File: src/irap_pkg.sv
// Purpose : shared constants and types of the indirect register access port
// Assumes : 125 MHz master clock, pins already synchronous to it
// Notes   : location codes, field positions and reset values live here
package irap_pkg;

    // ------------------------------------------------------------
    // interface locations (3-bit external address)
    // ------------------------------------------------------------
    localparam logic [2:0] LOC_DATA_BYTE_0    = 3'h0;  // data bits 7:0
    localparam logic [2:0] LOC_DATA_BYTE_1    = 3'h1;  // data bits 15:8
    localparam logic [2:0] LOC_DATA_BYTE_2    = 3'h2;  // data bits 23:16
    localparam logic [2:0] LOC_DATA_BYTE_3    = 3'h3;  // data bits 31:24
    localparam logic [2:0] LOC_DATA_NIBBLE_4  = 3'h4;  // data bits 35:32
    localparam logic [2:0] LOC_RESERVED       = 3'h5;  // reads zero
    localparam logic [2:0] LOC_LOW_ADDRESS    = 3'h6;  // address bits 7:0
    localparam logic [2:0] LOC_ADDRESS_MODE   = 3'h7;  // address 9:8, mode

    // ------------------------------------------------------------
    // field layout and widths
    // ------------------------------------------------------------
    localparam int IRAP_ADDR_W      = 10;  // internal address width
    localparam int IRAP_DATA_W      = 36;  // internal data width
    localparam int IRAP_NIB_W       = 4;   // used bits of location 100
    localparam int AMR_HI_ADDR_LSB  = 0;   // address bits 9:8 at 1:0
    localparam int AMR_RD_INC_BIT   = 6;   // increment after reads
    localparam int AMR_WR_INC_BIT   = 7;   // increment after writes

    // ------------------------------------------------------------
    // reset values
    // ------------------------------------------------------------
    localparam logic [7:0]  RST_BYTE   = 8'h00;  // staged data bytes
    localparam logic [9:0]  RST_ADDR   = 10'h000;  // internal address
    localparam logic [1:0]  RST_INC    = 2'h0;   // auto increment off
    localparam logic [35:0] RST_WORD   = 36'h0_0000_0000;

    // ------------------------------------------------------------
    // handshake state machine, gray coded from IDLE to DONE along the fetch path
    // ------------------------------------------------------------
    typedef enum logic [2:0] {
        ST_IDLE  = 3'b000,  // waiting for a port access
        ST_EXEC  = 3'b001,  // byte operation handed to the staging file
        ST_FETCH = 3'b011,  // internal read in flight
        ST_LATCH = 3'b010,  // staging file settled
        ST_DONE  = 3'b110   // handshake answered, wait for release
    } irap_state_t;

endpackage

File: src/irap_stage_if.sv
// Purpose : carries byte operations and internal space traffic
// Assumes : one clock domain
// Notes   : the handshake engine drives strobes, the staging file answers
`timescale 1ns/100ps
interface irap_stage_if;
    logic        wr_stb;     // byte write, one cycle
    logic        rd_stb;     // byte read, one cycle
    logic [2:0]  loc;        // interface location
    logic [7:0]  wdata;      // byte written
    logic [7:0]  rdata;      // byte read back
    logic        int_req;    // internal transfer, one cycle
    logic        int_we;     // internal transfer direction
    logic [9:0]  int_addr;   // internal address
    logic [35:0] int_wdata;  // internal write word
    logic [35:0] int_rdata;  // internal read word, valid with int_req

    modport engine (output wr_stb, output rd_stb, output loc, output wdata,
                    output int_rdata, input rdata, input int_req,
                    input int_we, input int_addr, input int_wdata);
    modport stage  (input wr_stb, input rd_stb, input loc, input wdata,
                    input int_rdata, output rdata, output int_req,
                    output int_we, output int_addr, output int_wdata);
endinterface

File: src/irap_stage.sv
// Purpose : staging file of data bytes, internal address and mode bits
// Assumes : internal space answers a read in the cycle of int_req
// Notes   : commits on a write of location 000, fetches on its read
`timescale 1ns/100ps
module irap_stage
    import irap_pkg::*;
(
    input  wire logic    clk_i,   // master clock
    input  wire logic    nrst_i,  // synchronous reset, active low
    irap_stage_if.stage  bus      // byte operations from the engine
);

    logic [7:0] byte_r [4];        // data bytes 0..3
    logic [3:0] nib4_r;            // data nibble 4
    logic [9:0] addr_r;            // internal address
    logic [1:0] inc_r;             // {write inc, read inc}
    logic       req_r;             // internal transfer pulse
    logic       we_r;              // direction of that transfer
    logic [35:0] word_r;           // word committed on a write

    // ------------------------------------------------------------
    // read decode
    // ------------------------------------------------------------
    function automatic logic [7:0] rd_mux(input logic [2:0] l);
        case (l)
            LOC_DATA_BYTE_0:   rd_mux = byte_r[0];
            LOC_DATA_BYTE_1:   rd_mux = byte_r[1];
            LOC_DATA_BYTE_2:   rd_mux = byte_r[2];
            LOC_DATA_BYTE_3:   rd_mux = byte_r[3];
            LOC_DATA_NIBBLE_4: rd_mux = {4'h0, nib4_r};
            LOC_LOW_ADDRESS:   rd_mux = addr_r[7:0];
            LOC_ADDRESS_MODE:  rd_mux = {inc_r, 4'h0, addr_r[9:8]};
            default:           rd_mux = 8'h00;
        endcase
    endfunction

    assign bus.rdata     = rd_mux(bus.loc);
    assign bus.int_req   = req_r;
    assign bus.int_we    = we_r;
    assign bus.int_addr  = addr_r;
    assign bus.int_wdata = word_r;

    // ------------------------------------------------------------
    // data bytes: host writes, or load from an internal fetch
    // ------------------------------------------------------------
    genvar g;
    generate
        for (g = 0; g < 4; g++)
        begin : g_byte
            always_ff @(posedge clk_i)
            begin
                if (!nrst_i)
                    byte_r[g] <= RST_BYTE;
                else if (req_r && !we_r)
                    byte_r[g] <= bus.int_rdata[8*g +: 8];
                else if (bus.wr_stb && bus.loc == 3'(g))
                    byte_r[g] <= bus.wdata;
            end
        end
    endgenerate

    // nibble 4 keeps only its low four bits
    always_ff @(posedge clk_i)
    begin
        if (!nrst_i)
            nib4_r <= RST_BYTE[3:0];
        else if (req_r && !we_r)
            nib4_r <= bus.int_rdata[35:32];
        else if (bus.wr_stb && bus.loc == LOC_DATA_NIBBLE_4)
            nib4_r <= bus.wdata[3:0];
    end

    // ------------------------------------------------------------
    // internal transfer launch on location 000
    // ------------------------------------------------------------
    always_ff @(posedge clk_i)
    begin
        if (!nrst_i)
        begin
            req_r  <= 1'b0;
            we_r   <= 1'b0;
            word_r <= RST_WORD;
        end
        else
        begin
            req_r <= (bus.wr_stb || bus.rd_stb) && bus.loc == LOC_DATA_BYTE_0;
            if (bus.wr_stb && bus.loc == LOC_DATA_BYTE_0)
            begin
                we_r   <= 1'b1;
                word_r <= {nib4_r, byte_r[3], byte_r[2], byte_r[1], bus.wdata};
            end
            else if (bus.rd_stb && bus.loc == LOC_DATA_BYTE_0)
                we_r <= 1'b0;
        end
    end

    // ------------------------------------------------------------
    // address, mode and auto increment
    // ------------------------------------------------------------
    always_ff @(posedge clk_i)
    begin
        if (!nrst_i)
        begin
            addr_r <= RST_ADDR;
            inc_r  <= RST_INC;
        end
        else if (bus.wr_stb && bus.loc == LOC_LOW_ADDRESS)
            addr_r[7:0] <= bus.wdata;
        else if (bus.wr_stb && bus.loc == LOC_ADDRESS_MODE)
        begin
            addr_r[9:8] <= bus.wdata[AMR_HI_ADDR_LSB +: 2];
            inc_r <= {bus.wdata[AMR_WR_INC_BIT], bus.wdata[AMR_RD_INC_BIT]};
        end
        else if (req_r && (we_r ? inc_r[1] : inc_r[0]))
            addr_r <= addr_r + 10'h001;
    end

endmodule

File: src/irap_port.sv
// Purpose : handshake engine of the indirect register access port
// Assumes : pins synchronous to clk_i; internal space answers in one cycle
// Notes   : serial control requests share the staging file and win
//
// Function
// - eight byte locations, 101 reserved
// - locations 000-100 map data bits 35:0
// - 10-bit address in locations 110 and 111
// - write of 000 commits staged word
// - read of 000 fetches whole word
// - mode bits 7:6 select auto increment
// - mode pin selects strobe or acknowledge style
// - port is synchronous to master clock
// - serial port reaches same locations
// - style 0 ready low until cycle done
// - ready high at N+3 for 000 reads
// - style 1 acknowledge low until strobe released
// - serial access wins, microport waits
`timescale 1ns/100ps
module irap_port
    import irap_pkg::*;
(
    input  wire logic        clk_i,         // master clock, 125 MHz
    input  wire logic        nrst_i,        // synchronous reset, active low
    input  wire logic        mode_i,        // handshake style select
    input  wire logic        cs_n_i,        // chip select, active low
    input  wire logic        rd_n_i,        // read strobe / data_strobe_n
    input  wire logic        wr_n_i,        // write strobe / read-write select
    input  wire logic [2:0]  addr_i,        // interface location
    input  wire logic [7:0]  data_i,        // data pins, input side
    output logic      [7:0]  data_o,        // data pins, output side
    output logic             data_oe_o,     // data pins driven
    output logic             rdy_o,         // style 0 ready
    output logic             transfer_ack_n_o, // style 1 acknowledge
    input  wire logic        ser_req_i,     // serial byte access, pulse
    input  wire logic        ser_we_i,      // serial access is a write
    input  wire logic [2:0]  ser_loc_i,     // serial location
    input  wire logic [7:0]  ser_wdata_i,   // serial write byte
    output logic      [7:0]  ser_rdata_o,   // serial read byte
    output logic             ser_done_o,    // serial access done, pulse
    output logic             int_req_o,     // internal transfer, pulse
    output logic             int_we_o,      // internal transfer is write
    output logic      [9:0]  int_addr_o,    // internal address
    output logic      [35:0] int_wdata_o,   // internal write word
    input  wire logic [35:0] int_rdata_i    // internal read word
);

    // ------------------------------------------------------------
    // declarations
    // ------------------------------------------------------------
    irap_stage_if stg ();             // link to the staging file

    irap_state_t state_r;             // handshake state
    irap_state_t state_nxt;           // next handshake state
    logic        src_ser_r;           // current access is serial
    logic        is_wr_r;             // current access is a write
    logic [2:0]  loc_r;               // current location
    logic [7:0]  wbyte_r;             // current write byte
    logic        ser_pend_r;          // serial request waiting
    logic        ser_we_r;            // waiting serial direction
    logic [2:0]  ser_loc_r;           // waiting serial location
    logic [7:0]  ser_wd_r;            // waiting serial byte
    logic [7:0]  data_r;              // read byte to data pins
    logic        data_oe_r;           // data pins driven
    logic        rdy_r;               // ready pin
    logic        ack_n_r;             // acknowledge pin
    logic [7:0]  ser_rd_r;            // serial read byte
    logic        ser_done_r;          // serial done pulse
    logic        up_act;              // microport access requested
    logic        up_wr;               // microport access is a write
    logic        fetch;               // access is a read of 000
    logic [1:0]  up_dec;              // decoded {request, write}

    // ------------------------------------------------------------
    // pin decode of both handshake styles
    // ------------------------------------------------------------
    // style 0: separate strobes; style 1: strobe plus direction
    function automatic logic [1:0] up_decode(input logic m, input logic cs_n,
                                             input logic rd_n, input logic wr_n);
        if (cs_n)
            up_decode = 2'b00;
        else if (m)
            up_decode = {!rd_n, !wr_n};
        else
            up_decode = {!rd_n || !wr_n, !wr_n};
    endfunction

    // decode once, then split into request and direction
    assign up_dec = up_decode(mode_i, cs_n_i, rd_n_i, wr_n_i);

    // pins are sampled straight on clk_i, no resync stage; a host much
    // faster than clk_i must bring its strobes onto clk_i first
    assign up_act = up_dec[1];
    assign up_wr  = up_dec[0];

    // a read of data location 000 takes the extra fetch cycle
    assign fetch = !is_wr_r && loc_r == LOC_DATA_BYTE_0;

    // ------------------------------------------------------------
    // staging file hookup
    // ------------------------------------------------------------
    assign stg.wr_stb    = state_r == ST_EXEC && is_wr_r;
    assign stg.rd_stb    = state_r == ST_EXEC && !is_wr_r;
    assign stg.loc       = loc_r;
    assign stg.wdata     = wbyte_r;
    assign stg.int_rdata = int_rdata_i;

    irap_stage u_stage (
        .clk_i  (clk_i),
        .nrst_i (nrst_i),
        .bus    (stg.stage)
    );

    // internal space signals come from staging flip-flops
    assign int_req_o   = stg.int_req;
    assign int_we_o    = stg.int_we;
    assign int_addr_o  = stg.int_addr;
    assign int_wdata_o = stg.int_wdata;

    // ------------------------------------------------------------
    // serial request capture
    // ------------------------------------------------------------
    // a serial byte access is held until the engine is free
    always_ff @(posedge clk_i)
    begin
        if (!nrst_i)
        begin
            ser_pend_r <= 1'b0;
            ser_we_r   <= 1'b0;
            ser_loc_r  <= 3'h0;
            ser_wd_r   <= RST_BYTE;
        end
        else if (ser_req_i)
        begin
            // a new request wins over the take in the same cycle
            ser_pend_r <= 1'b1;
            ser_we_r   <= ser_we_i;
            ser_loc_r  <= ser_loc_i;
            ser_wd_r   <= ser_wdata_i;
        end
        else if (state_r == ST_IDLE)
            ser_pend_r <= 1'b0;                                  // taken
    end

    // ------------------------------------------------------------
    // next state
    // ------------------------------------------------------------
    always_comb
    begin
        state_nxt = state_r;
        case (state_r)
            ST_IDLE:
            begin
                if (ser_pend_r || up_act)
                    state_nxt = ST_EXEC;
            end
            ST_EXEC:
            begin
                if (fetch)
                    state_nxt = ST_FETCH;
                else
                    state_nxt = ST_LATCH;
            end
            ST_FETCH:
                state_nxt = ST_LATCH;
            ST_LATCH:
                state_nxt = ST_DONE;
            ST_DONE:
            begin
                // serial leaves at once, microport waits for release
                if (src_ser_r || !up_act)
                    state_nxt = ST_IDLE;
            end
            default:
                state_nxt = ST_IDLE;
        endcase
    end

    // ------------------------------------------------------------
    // state register
    // ------------------------------------------------------------
    always_ff @(posedge clk_i)
    begin
        if (!nrst_i)
            state_r <= ST_IDLE;
        else
            state_r <= state_nxt;
    end

    // ------------------------------------------------------------
    // access capture and arbitration
    // ------------------------------------------------------------
    always_ff @(posedge clk_i)
    begin
        if (!nrst_i)
        begin
            src_ser_r <= 1'b0;
            is_wr_r   <= 1'b0;
            loc_r     <= 3'h0;
            wbyte_r   <= RST_BYTE;
        end
        else if (state_r == ST_IDLE && ser_pend_r)
        begin
            // serial access is served first
            src_ser_r <= 1'b1;
            is_wr_r   <= ser_we_r;
            loc_r     <= ser_loc_r;
            wbyte_r   <= ser_wd_r;
        end
        else if (state_r == ST_IDLE && up_act)
        begin
            src_ser_r <= 1'b0;
            is_wr_r   <= up_wr;
            loc_r     <= addr_i;
            wbyte_r   <= data_i;
        end
    end

    // ------------------------------------------------------------
    // style 0 ready
    // ------------------------------------------------------------
    // low from the access edge N, high again at N+2, or N+3 for fetches
    always_ff @(posedge clk_i)
    begin
        if (!nrst_i)
            rdy_r <= 1'b1;
        else if (state_r == ST_IDLE && (ser_pend_r || up_act))
            rdy_r <= 1'b0;
        else if (state_r == ST_LATCH)
            rdy_r <= 1'b1;
    end

    // ------------------------------------------------------------
    // style 1 acknowledge
    // ------------------------------------------------------------
    // low for a microport access once answered, high on release
    // a serial access never moves it, the microport simply waits longer
    always_ff @(posedge clk_i)
    begin
        if (!nrst_i)
            ack_n_r <= 1'b1;
        else if (state_r == ST_LATCH && !src_ser_r && mode_i)
            ack_n_r <= 1'b0;
        else if (state_r == ST_DONE && state_nxt == ST_IDLE)
            ack_n_r <= 1'b1;
    end

    // ------------------------------------------------------------
    // read data to the microport pins
    // ------------------------------------------------------------
    always_ff @(posedge clk_i)
    begin
        if (!nrst_i)
        begin
            data_r    <= RST_BYTE;
            data_oe_r <= 1'b0;
        end
        else if (state_r == ST_LATCH && !src_ser_r && !is_wr_r)
        begin
            data_r    <= stg.rdata;
            data_oe_r <= 1'b1;
        end
        else if (state_r == ST_DONE && state_nxt == ST_IDLE)
            data_oe_r <= 1'b0;                                   // bus released
    end

    // ------------------------------------------------------------
    // serial answer
    // ------------------------------------------------------------
    always_ff @(posedge clk_i)
    begin
        if (!nrst_i)
        begin
            ser_rd_r   <= RST_BYTE;
            ser_done_r <= 1'b0;
        end
        else
        begin
            ser_done_r <= state_r == ST_LATCH && src_ser_r;
            if (state_r == ST_LATCH && src_ser_r && !is_wr_r)
                ser_rd_r <= stg.rdata;
        end
    end

    // ------------------------------------------------------------
    // outputs
    // ------------------------------------------------------------
    // style 0 keeps the acknowledge idle, ready moves in both styles
    assign data_o           = data_r;
    assign data_oe_o        = data_oe_r;
    assign rdy_o            = rdy_r;
    assign transfer_ack_n_o = ack_n_r;
    assign ser_rdata_o      = ser_rd_r;
    assign ser_done_o       = ser_done_r;

endmodule

File: config.mk
export PLATFORM = sky130hd
export DESIGN_NAME = irap_port
export DESIGN_NICKNAME = d
export VERILOG_FILES = /design/src/irap_pkg.sv /design/src/irap_stage_if.sv /design/src/irap_stage.sv /design/src/irap_port.sv
export SDC_FILE = /design/constraint.sdc
export NUM_CORES = 1
export LEC_CHECK = 0
export ABC_AREA = 0
export BUFFER_PORTS_ARGS = -buffer_cell sky130_fd_sc_hd__buf_2
export CAP_MARGIN = 25
export CORE_AREA = 2 2 141 143
export CTS_CLUSTER_SIZE = 16
export DETAILED_ROUTE_END_ITERATION = 10
export DIE_AREA = 0 0 143 145
export PLACE_DENSITY_LB_ADDON = 0.3
export SLEW_MARGIN = 20
export SYNTH_ARGS = -nofsm -noshare
export SYNTH_HDL_FRONTEND = slang
export SYNTH_HIERARCHICAL = 1
export SYNTH_SLANG_ARGS = --single-unit
File: constraint.sdc
create_clock -name clk_i -period 2.36 [get_ports clk_i]
set_clock_uncertainty 0.15 [all_clocks]
set_input_delay 0.354 -clock clk_i [delete_from_list [all_inputs] [get_ports clk_i]]
set_output_delay 0.354 -clock clk_i [all_outputs]
set_load 0.02 [all_outputs]
==> results of run 1 <==
## through the flow
step	setup slack [ns]	total power, mW	cell area (um^2)	hold WS, ns
after floorplan	0.1580	3.251	6071	0.2928
after global placement	0.2184	3.558	6995	0.2898
after detailed placement	0.1923	3.560	6995	0.2944
after CTS	0.1786	6.345	7620	0.02063
after global routing	0.007836	6.522	7620	0.02602
final	0.1328	6.292	7620	0.03497
## sequential cells by signal (all words and copies together), names as in the netlist
register / count
u_stage/bus.int_we: 1
state_r: 3
loc_r: 3
ser_wd_r: 8
u_stage/inc_r: 2
u_stage/bus.int_wdata: 36
is_wr_r: 1
ser_loc_r: 3
src_ser_r: 1
ser_pend_r: 1
rdy_o: 1
ser_rdata_o: 8
u_stage/byte_r: 32
u_stage/nib4_r: 4
u_stage/bus.int_addr: 10
transfer_ack_n_o: 1
data_o: 8
data_oe_o: 1
ser_we_r: 1
stg.wdata: 8
ser_done_o: 1
u_stage/bus.int_req: 1
## worst reg2reg max path: stages, from the launching register on
cell and delay [ns]:
dfxtp_1 0.74, buf_4 0.27, nand2_1 0.09, nor2_1 0.22, buf_4 0.18, or2_0 0.29, o221a_2 0.24
## cell families after synthesis
family                   synth area share, %
AO/OA/AOI/OAI                          20.65
buffers and inverters                  4.946
multiplexers                           7.894
flip-flops                             49.79
AND/OR/NAND/NOR                        16.51
adder cells (fa/ha/maj)               0.2061
## cell usage in the layout (no fill, tap or decap), types with 11 or more instances in the layout
cell type / instances
mux2i_1: 31
dfxtp_1: 103
clkbuf_16: 19
nand2_1: 129
nor2b_1: 18
a22o_1: 33
edfxtp_1: 32
o221a_2: 14
a21oi_1: 47
nor2_1: 16
a22oi_1: 12
buf_4: 28
buf_2: 133
mux2_2: 11
## where the power goes
part           switching, mW  total [mW]  leakage [nW]  internal [mW]
Combinational          0.429       0.779          1.62          0.350
Clock                   1.06        2.78         0.304           1.72
Sequential             0.219        2.73          1.17           2.51
## worst min-delay path by stage
stage                         startpoint                   endpoint
6_report                  ser_wdata_i[4]                ser_wd_r[4]
5_1_grt                   ser_wdata_i[2]                ser_wd_r[2]
4_1_cts                     ser_loc_i[0]               ser_loc_r[0]
3_5_place_dp   u_stage/bus.int_wdata[13]  u_stage/bus.int_wdata[13]
3_3_place_gp   u_stage/bus.int_wdata[19]  u_stage/bus.int_wdata[19]
2_1_floorplan          u_stage/nib4_r[2]  u_stage/bus.int_wdata[34]
## layer usage
layer	global-route usage, %	up-vias	part of all wire, %	wire, um
li1	-	2503	-	-
met1	24.22	2371	48	8659
met2	26.48	153	46	8239
met3	4.884	17	5.6	1016
met4	4.554	0	1.1	191
met5	0	-	0	0
## cell type report
cell class                 count  area share [%]
timing repair buffer         161           11.49
inverter                       4          0.1970
clock buffer                  20           6.420
tap                          265           4.351
sequential                   135           39.67
clock inverter                12           1.773
multi-input combinational    420           36.09
==> metrics.yaml, run 1 <==
report.final.slew_viol_count: 0
io_pins: 134
worstPathArrival_ns: 2.45
synthTopCellsByArea: "dfxtp_1 34%, edfxtp_1 16%, nand2_1 8.0%"
power.leakage_nw: 3.092
end_kind: "flip-flop"
grt_pass1_wl_um: 27050
port_buffers: 133
antenna_found_initial: 0
cpMostUsedCell: "buf_4"
reg2reg_depth: 6
ys.flop_type: "dfxtp_1"
cp.required_ns: 2.58
yosys_warnings: 6
netlist_instances: 605
power_density_nw_per_um2: 825.7
cts_buffers: 17
setup_viol: 0
critPathCapture: "u_stage/bus.int_addr[4]"
synth_common_cells: "129 x nand2_1, 103 x dfxtp_1, 47 x a21oi_1"
timing.critical_path.buf_inv: 2
fmax_ghz: 0.4490
tns_ns: 0
synth_edf_count: 32
status: "finished clean"
ant_nets: 0
worstSetupPathType: "flip-flop to flip-flop"
routedWlPerCell_um: 17.80
place_hpwl_um: 13050
reg2reg_from: "loc_r[1]"
start_util_pct: 31.61
crit_chain: "buf_4 > nand2_1 > nor2_1 > buf_4 > or2_0 > o221a_2"
die_area_um2: 20740
crit_slowest_cell: "dfxtp_1"
synth_top_area_share_pct: 33.97
n_antenna_cell: 0
core_um2: 19210
path_depth: 6
syn_area_um2: 6071
placed_cells: 985
critPathTopFamily: "flip-flops"
crit_start: "loc_r[1]"
drc: 0
synth_most_common_cell: "nand2_1"
area_growth_pct: 25.52
clk_path_buf_depth: 2
htree_levels: 4
maxCapViolations: 0
cts_setup_buffers: 0
final_cells: 1017
vias_per_cell: 4.960
rsz0062_at_grt: "false"
synth_cell_types: 65
clk_latency_ns: 0.42
ys_seq_area_share_pct: 49.79
holdPathStages: 3
cts_tree: "done"
holdBufCountCts: 0
final_core_util_pct: 39.67
tightest_slew_ns: 0.6962
hold_viol_final: 0
final_nets: 806
drive_above_1_share_pct: 31.91
async_flop_share_pct: 0
ir_drop_v: 0.0005552
avgSynthCellArea_um2: 10.03
clockRootBuffer: "clkbuf_16"
post_cts_resized: 0
overflow: 0
die_w_um: 143
syn_nets: 672
multi_input_area_um2: 2750
r2r_setup_slack_ns: 0.13
grt_usage_pct: 17.40
firstDrtPassIters: 5
min_path_type: "primary input to flip-flop"
grt_pass1_vias: 4645
routed_wirelength_um: 18110
start_kind: "flip-flop"
rows: 51
clkTransAtPathRegs_ns: 0.06
cpPeakStageDelay_ns: 0.74
r2r-end: "u_stage/bus.int_addr[4]"
fin_crit_sh_pct: 94.37
fillers: 1939
worstPathMaxFanout: 16
clock-sinks: 135
ys_ff_latch: 135
seq_area_um2: 3023
num_vias: 5044
place.gp.congestion: 0.8242
min_period_ns: 2.227
relSlewSlack_pct: 53.54
drt-initial-drc-count: 419
die_y_um: 145
netlist.top_cell.by_area: "dfxtp_1"
grt_max_degree: 65
Power figures use the tool's default switching activity.
==> run 2, diff against run 1 <==
Settings changed: ABC_AREA 0 to 1, CORE_AREA 2 2 141 143 to 2 2 115 117, DIE_AREA 0 0 143 145 to 0 0 117 119.
==> metrics.yaml, run 2 <==
die_area_um2: 13920  # was 20740 um^2
yosys_warnings: 6  # unchanged
vias_per_cell: 5.206  # was 4.960
syn_nets: 877  # was 672
critPathCapture: "data_o[0]"  # was u_stage/bus.int_addr[4]
timing.critical_path.buf_inv: 2  # unchanged
tightest_slew_ns: 0.7150  # was 0.6962 ns
num_vias: 5919  # was 5044
drive_above_1_share_pct: 21.23  # was 31.91%
worstSetupPathType: "flip-flop to flip-flop"  # unchanged
r2r-end: "data_o[0]"  # was u_stage/bus.int_addr[4]
grt_usage_pct: 25.37  # was 17.40%
min_path_type: "primary input to flip-flop"  # unchanged
relSlewSlack_pct: 52.22  # was 53.54%
ys_ff_latch: 135  # unchanged
clk_latency_ns: 0.43  # was 0.42 ns
final_core_util_pct: 59.07  # was 39.67%
min_period_ns: 2.093  # was 2.227 ns
clockRootBuffer: "clkbuf_16"  # unchanged
ant_nets: 0  # unchanged
power.leakage_nw: 3.331  # was 3.092 nW
tns_ns: 0  # unchanged
largest_register_ff_count: 36  # unchanged
core_um2: 12870  # was 19210 um^2
layout_common_cells: "222 x nand2_1, 133 x buf_2, 103 x dfxtp_1"  # was 133 x buf_2, 129 x nand2_1, 103 x dfxtp_1
synth_most_common_cell: "nand2_1"  # unchanged
io_pins: 134  # unchanged
routedWlPerCell_um: 15.06  # was 17.80 um
fin_crit_sh_pct: 88.68  # was 94.37%
firstDrtPassIters: 6  # was 5
setup_viol: 0  # unchanged
grt_pass1_wl_um: 26950  # was 27050 um
async_flop_share_pct: 0  # unchanged
avgSynthCellArea_um2: 7.549  # was 10.03 um^2
worstPathArrival_ns: 2.26  # was 2.45 ns
power_density_nw_per_um2: 822.7  # was 825.7 nW/um^2
fillers: 1220  # was 1939
r2r_setup_slack_ns: 0.27  # was 0.13 ns
end_kind: "flip-flop"  # unchanged
synth_common_cells: "222 x nand2_1, 103 x dfxtp_1, 77 x o21ai_0"  # was 129 x nand2_1, 103 x dfxtp_1, 47 x a21oi_1
antenna_found_initial: 0  # unchanged
hp-start: "ser_wdata_i[4]"  # unchanged
start_util_pct: 47.49  # was 31.61%
clock-sinks: 135  # unchanged
die_y_um: 119  # was 145 um
layout_commonest_cell: "nand2_1"  # was buf_2
clk_path_buf_depth: 2  # unchanged
crit_start: "loc_r[2]"  # was loc_r[1]
status: "finished clean"  # unchanged
worstPathMaxFanout: 9  # was 16
ys_seq_area_share_pct: 49.44  # was 49.79%
grt_pass1_vias: 5311  # was 4645
overflow: 0  # unchanged
hold_viol_final: 0  # unchanged
syn_area_um2: 6115  # was 6071 um^2
die_w_um: 117  # was 143 um
critPathTopFamily: "simple AND/OR/NAND/NOR gates"  # was flip-flops
rows: 42  # was 51
placed_cells: 1094  # was 985
start_kind: "flip-flop"  # unchanged
cts_setup_buffers: 0  # unchanged
crit_slowest_cell: "dfxtp_1"  # unchanged
synthTopCellsByArea: "dfxtp_1 34%, edfxtp_1 16%, nand2_1 14%"  # was dfxtp_1 34%, edfxtp_1 16%, nand2_1 8.0%
final_cells: 1137  # was 1017
port_buffers: 133  # unchanged
cpPeakStageDelay_ns: 0.51  # was 0.74 ns
netlist.top_cell.by_area: "dfxtp_1"  # unchanged
n_antenna_cell: 0  # unchanged
grt_max_degree: 56  # was 65
report.final.slew_viol_count: 0  # unchanged
place.gp.congestion: 0.9119  # was 0.8242
path_depth: 9  # was 6
synth_edf_count: 32  # unchanged
htree_levels: 4  # unchanged
cp.required_ns: 2.53  # was 2.58 ns
crit_chain: "inv_2 > nand3_1 > clkinv_1 > nand2_1 > nand2_1 > a21oi_1 > nand4_1 > o21ai_0 > a21oi_1"  # was buf_4 > nand2_1 > nor2_1 > buf_4 > or2_0 > o221a_2
cts_buffers: 17  # unchanged
fmax_ghz: 0.4778  # was 0.4490 GHz
ir_drop_v: 0.0005507  # was 0.0005552 V
area_growth_pct: 24.37  # was 25.52%
cts_tree: "done"  # unchanged
reg2reg_depth: 9  # was 6
ys.flop_type: "dfxtp_1"  # unchanged
rsz0062_at_grt: "false"  # unchanged
drt-initial-drc-count: 577  # was 419
synth_top_area_share_pct: 33.72  # was 33.97%
maxCapViolations: 0  # unchanged
place_hpwl_um: 11980  # was 13050 um
synth_cell_types: 34  # was 65
reg2reg_from: "loc_r[2]"  # was loc_r[1]
netlist_instances: 810  # was 605
drc: 0  # unchanged
clkTransAtPathRegs_ns: 0.06  # about the same
routed_wirelength_um: 17130  # was 18110 um
final_nets: 1015  # was 806
run 2: worst reg2reg max path, stage by stage (launching register included):
cell      delay, ns
dfxtp_1        0.51
inv_2          0.11
nand3_1        0.12
clkinv_1       0.24
nand2_1        0.14
nand2_1        0.06
a21oi_1        0.14
nand4_1        0.22
o21ai_0        0.23
a21oi_1        0.06
run 2: power by group:
part	total (mW)	internal [mW]	switching, mW	leakage [nW]
Sequential	2.67	2.53	0.139	1.17
Clock	2.63	1.56	1.07	0.300
Combinational	0.957	0.284	0.673	1.86
Total	6.26	4.37	1.89	3.33
run 2: cell families after synthesis:
logic type | synth area share, %
buffers and inverters | 8.103
AOI/OAI and AO/OA | 14.84
DFF | 49.44
adders and majority gates | 0.2046
and+or+nand+nor | 27.42
run 2: through the flow:
stage / setup slack [ns] / power, mW / cell area, um^2 / hold WS, ns
after floorplan: 0.3300 / 3.326 / 6115 / 0.2890
after global placement: 0.2996 / 3.642 / 6890 / 0.2841
after detailed placement: 0.3093 / 3.646 / 6895 / 0.2829
after CTS: 0.2911 / 6.279 / 7605 / 0.01532
after global routing: 0.1222 / 6.507 / 7605 / 0.03412
final: 0.2672 / 6.257 / 7605 / 0.02359
run 2: repair_timing:
action | in CTS | in global routing
hold endpoints to repair | 11 | 0
hold buffers | 11 | 0
resized for setup | 0 | 0
run 2: layout make-up:
type | instances | area, um^2 | share of cell area (%)
Clock inverter | 11 | 96.34 | 1.267
Sequential cell | 135 | 3023 | 39.75
Clock buffer | 21 | 503.0 | 6.614
Inverter | 72 | 270.3 | 3.554
Tap cell | 176 | 220.2 | 2.896
Multi-Input combinational cell | 565 | 2606 | 34.27
Timing Repair Buffer | 157 | 885.9 | 11.65
run 2: worst min path at each step:
stage                endpoint  slack [ns]  cells after the start
2_1_floorplan      ser_pend_r        0.29                      2
3_3_place_gp   ser_rdata_o[6]        0.28                      2
3_5_place_dp        data_o[0]        0.28                      2
4_1_cts           ser_wd_r[4]        0.02                      3
5_1_grt           ser_wd_r[4]        0.03                      3
6_report          ser_wd_r[4]        0.02                      3
run 2: per-layer routing:
| layer | wire [um] | GRT usage [%] |
|---|---|---|
| met2 | 8028 | 39.81 |
| met1 | 7412 | 33.92 |
| met3 | 1270 | 6.005 |
| met5 | 0 | 0 |
| met4 | 416 | 9.412 |
==> run 3, diff against run 2 <==
Settings changed: BUFFER_PORTS_ARGS -buffer_cell sky130_fd_sc_hd__buf_2 to -buffer_cell sky130_fd_sc_hd__buf_4.
==> metrics.yaml, run 3 (same netlist as run 2, synthesis figures left out) <==
status: "finished clean"  # unchanged
report.final.slew_viol_count: 0  # unchanged
die_y_um: 119  # unchanged
crit_chain: "inv_2 > nand3_1 > clkinv_1 > nand2_1 > nand2_1 > a21oi_1 > nand4_1 > o21ai_0 > a21oi_1"  # unchanged
cts_tree: "done"  # unchanged
cts_buffers: 17  # unchanged
sw_frac_of_total_pct: 27.35  # was 30.13%
antenna_found_initial: 0  # unchanged
min_period_ns: 2.129  # was 2.093 ns
core_um2: 12870  # unchanged
num_vias: 5958  # was 5919
r2r_setup_slack_ns: 0.23  # was 0.27 ns
seq_area_um2: 3023  # unchanged
relSlewSlack_pct: 51.89  # was 52.22%
worstSetupPathType: "flip-flop to flip-flop"  # unchanged
fin_crit_sh_pct: 90.20  # was 88.68%
seq_power_share_pct: 39.2  # was 42.7%
fillers: 1132  # was 1220
ir_drop_v: 0.0004809  # was 0.0005507 V
intPower_mw: 4.956  # was 4.372 mW
power_density_nw_per_um2: 852.6  # was 822.7 nW/um^2
clk_path_buf_depth: 2  # unchanged
start_util_pct: 47.49  # unchanged
hold_path_end: "ser_wd_r[0]"  # was ser_wd_r[4]
multi_input_area_um2: 2606  # unchanged
routed_wirelength_um: 17690  # was 17130 um
tightest_slew_ns: 0.7199  # was 0.7150 ns
p_switching_mw: 1.866  # was 1.885 mW
critPathTopFamily: "simple AND/OR/NAND/NOR gates"  # unchanged
setup_viol: 0  # unchanged
vias_per_cell: 5.249  # was 5.206
port_buffers: 133  # unchanged
min_path_type: "primary input to flip-flop"  # unchanged
place.gp.congestion: 0.9163  # was 0.9119
die_area_um2: 13920  # unchanged
drive_above_1_share_pct: 21.27  # was 21.23%
p_total_mw: 6.822  # was 6.257 mW
cts_setup_buffers: 0  # unchanged
n_antenna_cell: 0  # unchanged
io_pins: 134  # unchanged
holdWs_ns: 0.01240  # was 0.02359 ns
worstPathArrival_ns: 2.29  # was 2.26 ns
die_w_um: 117  # unchanged
overflow: 0  # unchanged
worstPathMaxFanout: 9  # unchanged
power_frac_comb_pct: 14.8  # was 15.3%
htree_levels: 4  # unchanged
clk_latency_ns: 0.43  # about the same
timing.critical_path.buf_inv: 2  # unchanged
routedWlPerCell_um: 15.58  # was 15.06 um
cp.required_ns: 2.52  # was 2.53 ns
holdPathStages: 3  # unchanged
area_growth_pct: 30.86  # was 24.37%
grt_max_degree: 56  # unchanged
end_kind: "flip-flop"  # unchanged
crit_slowest_cell: "dfxtp_1"  # unchanged
ant_nets: 0  # unchanged
final_nets: 1013  # was 1015
reg2reg_from: "loc_r[2]"  # unchanged
clkPwrFrac_pct: 46.1  # was 42.0%
grt_usage_pct: 25.82  # was 25.37%
drt-initial-drc-count: 524  # was 577
rsz0062_at_grt: "false"  # unchanged
layout_commonest_cell: "nand2_1"  # unchanged
final_core_util_pct: 62.15  # was 59.07%
cpPeakStageDelay_ns: 0.50  # was 0.51 ns
layout_common_cells: "222 x nand2_1, 147 x buf_4, 103 x dfxtp_1"  # was 222 x nand2_1, 133 x buf_2, 103 x dfxtp_1
power.leakage_nw: 3.409  # was 3.331 nW
rows: 42  # unchanged
r2r-end: "data_o[2]"  # was data_o[0]
clkTransAtPathRegs_ns: 0.06  # about the same
reg2reg_depth: 9  # unchanged
clock-sinks: 135  # unchanged
clockRootBuffer: "clkbuf_16"  # unchanged
largest_register_ff_count: 36  # unchanged
place_hpwl_um: 12220  # was 11980 um
drc: 0  # unchanged
fmax_ghz: 0.4697  # was 0.4778 GHz
grt_pass1_vias: 5284  # was 5311
hold_viol_final: 0  # unchanged
grt_pass1_wl_um: 27260  # was 26950 um
hp-start: "ser_wdata_i[0]"  # was ser_wdata_i[4]
maxCapViolations: 0  # unchanged
start_kind: "flip-flop"  # unchanged
tns_ns: 0  # unchanged
firstDrtPassIters: 6  # unchanged
[run 3: changes by cell type in the layout (fill, tap and decap cells not counted), sizes merged]
cell,delta
buf,+1
bufinv,+7
clkbuf,-3
clkinvlp,+1
dlygate4sd3,-3
inv,-5
[run 3: through the flow]
step / std cells / instance area (um^2) / setup slack [ns]
CTS: 1135 / 8001 / 0.2391
detailed placement: 1095 / 7223 / 0.2500
global route: 1135 / 8001 / 0.03208
finish: 1135 / 8001 / 0.2312
global placement: 1095 / 7218 / 0.2829
floorplan: 810 / 6115 / 0.3300
[run 3: tightest hold or removal path: stages]
cell and delay, ns:
buf_4 0.08, nor2_1 0.03, nor2_1 0.08
[run 3: what timing repair did]
item	4_1_cts	5_1_grt
hold buffers	8	0
hold endpoints to repair	8	0
gates resized for setup	0	0
[run 3: layer usage]
metal	wire length, um	up-vias	track usage [%]
li1	-	2940	-
met1	7251	2685	33.22
met2	8216	284	40.07
met3	1596	49	7.837
met4	620	0	10.96
met5	0	-	0
[run 3: cell type report]
| class | instances | area share, % |
|---|---|---|
| Clock buffer | 18 | 5.364 |
| Tap cell | 176 | 2.752 |
| Timing Repair Buffer | 155 | 14.79 |
| Sequential cell | 135 | 37.78 |
| Multi-Input combinational cell | 565 | 32.57 |
| Clock inverter | 14 | 3.362 |
| Inverter | 72 | 3.378 |
[run 3: how the worst max path moves through the flow]
stage                     cells after the start                    end  slack [ns]        from
after floorplan                               7  u_stage/byte_r[0][10]        0.33  state_r[2]
after global placement                        6   u_stage/byte_r[1][2]        0.28  state_r[2]
after detailed placement                      6   u_stage/byte_r[1][2]        0.25  state_r[2]
after CTS                                     6   u_stage/byte_r[1][5]        0.24  state_r[2]
after global routing                          6   u_stage/byte_r[1][1]        0.03  state_r[2]
final                                         9              data_o[2]        0.23    loc_r[2]
[run 3: power by group through the flow]
stage | combinational (mW) | sequential, mW | clock [mW]
2_1_floorplan | 0.609 | 2.72 | 0
3_3_place_gp | 0.970 | 2.71 | 0
3_5_place_dp | 0.975 | 2.71 | 0
4_1_cts | 0.995 | 2.67 | 3.17
5_1_grt | 1.11 | 2.69 | 3.27
6_report | 1.01 | 2.67 | 3.14
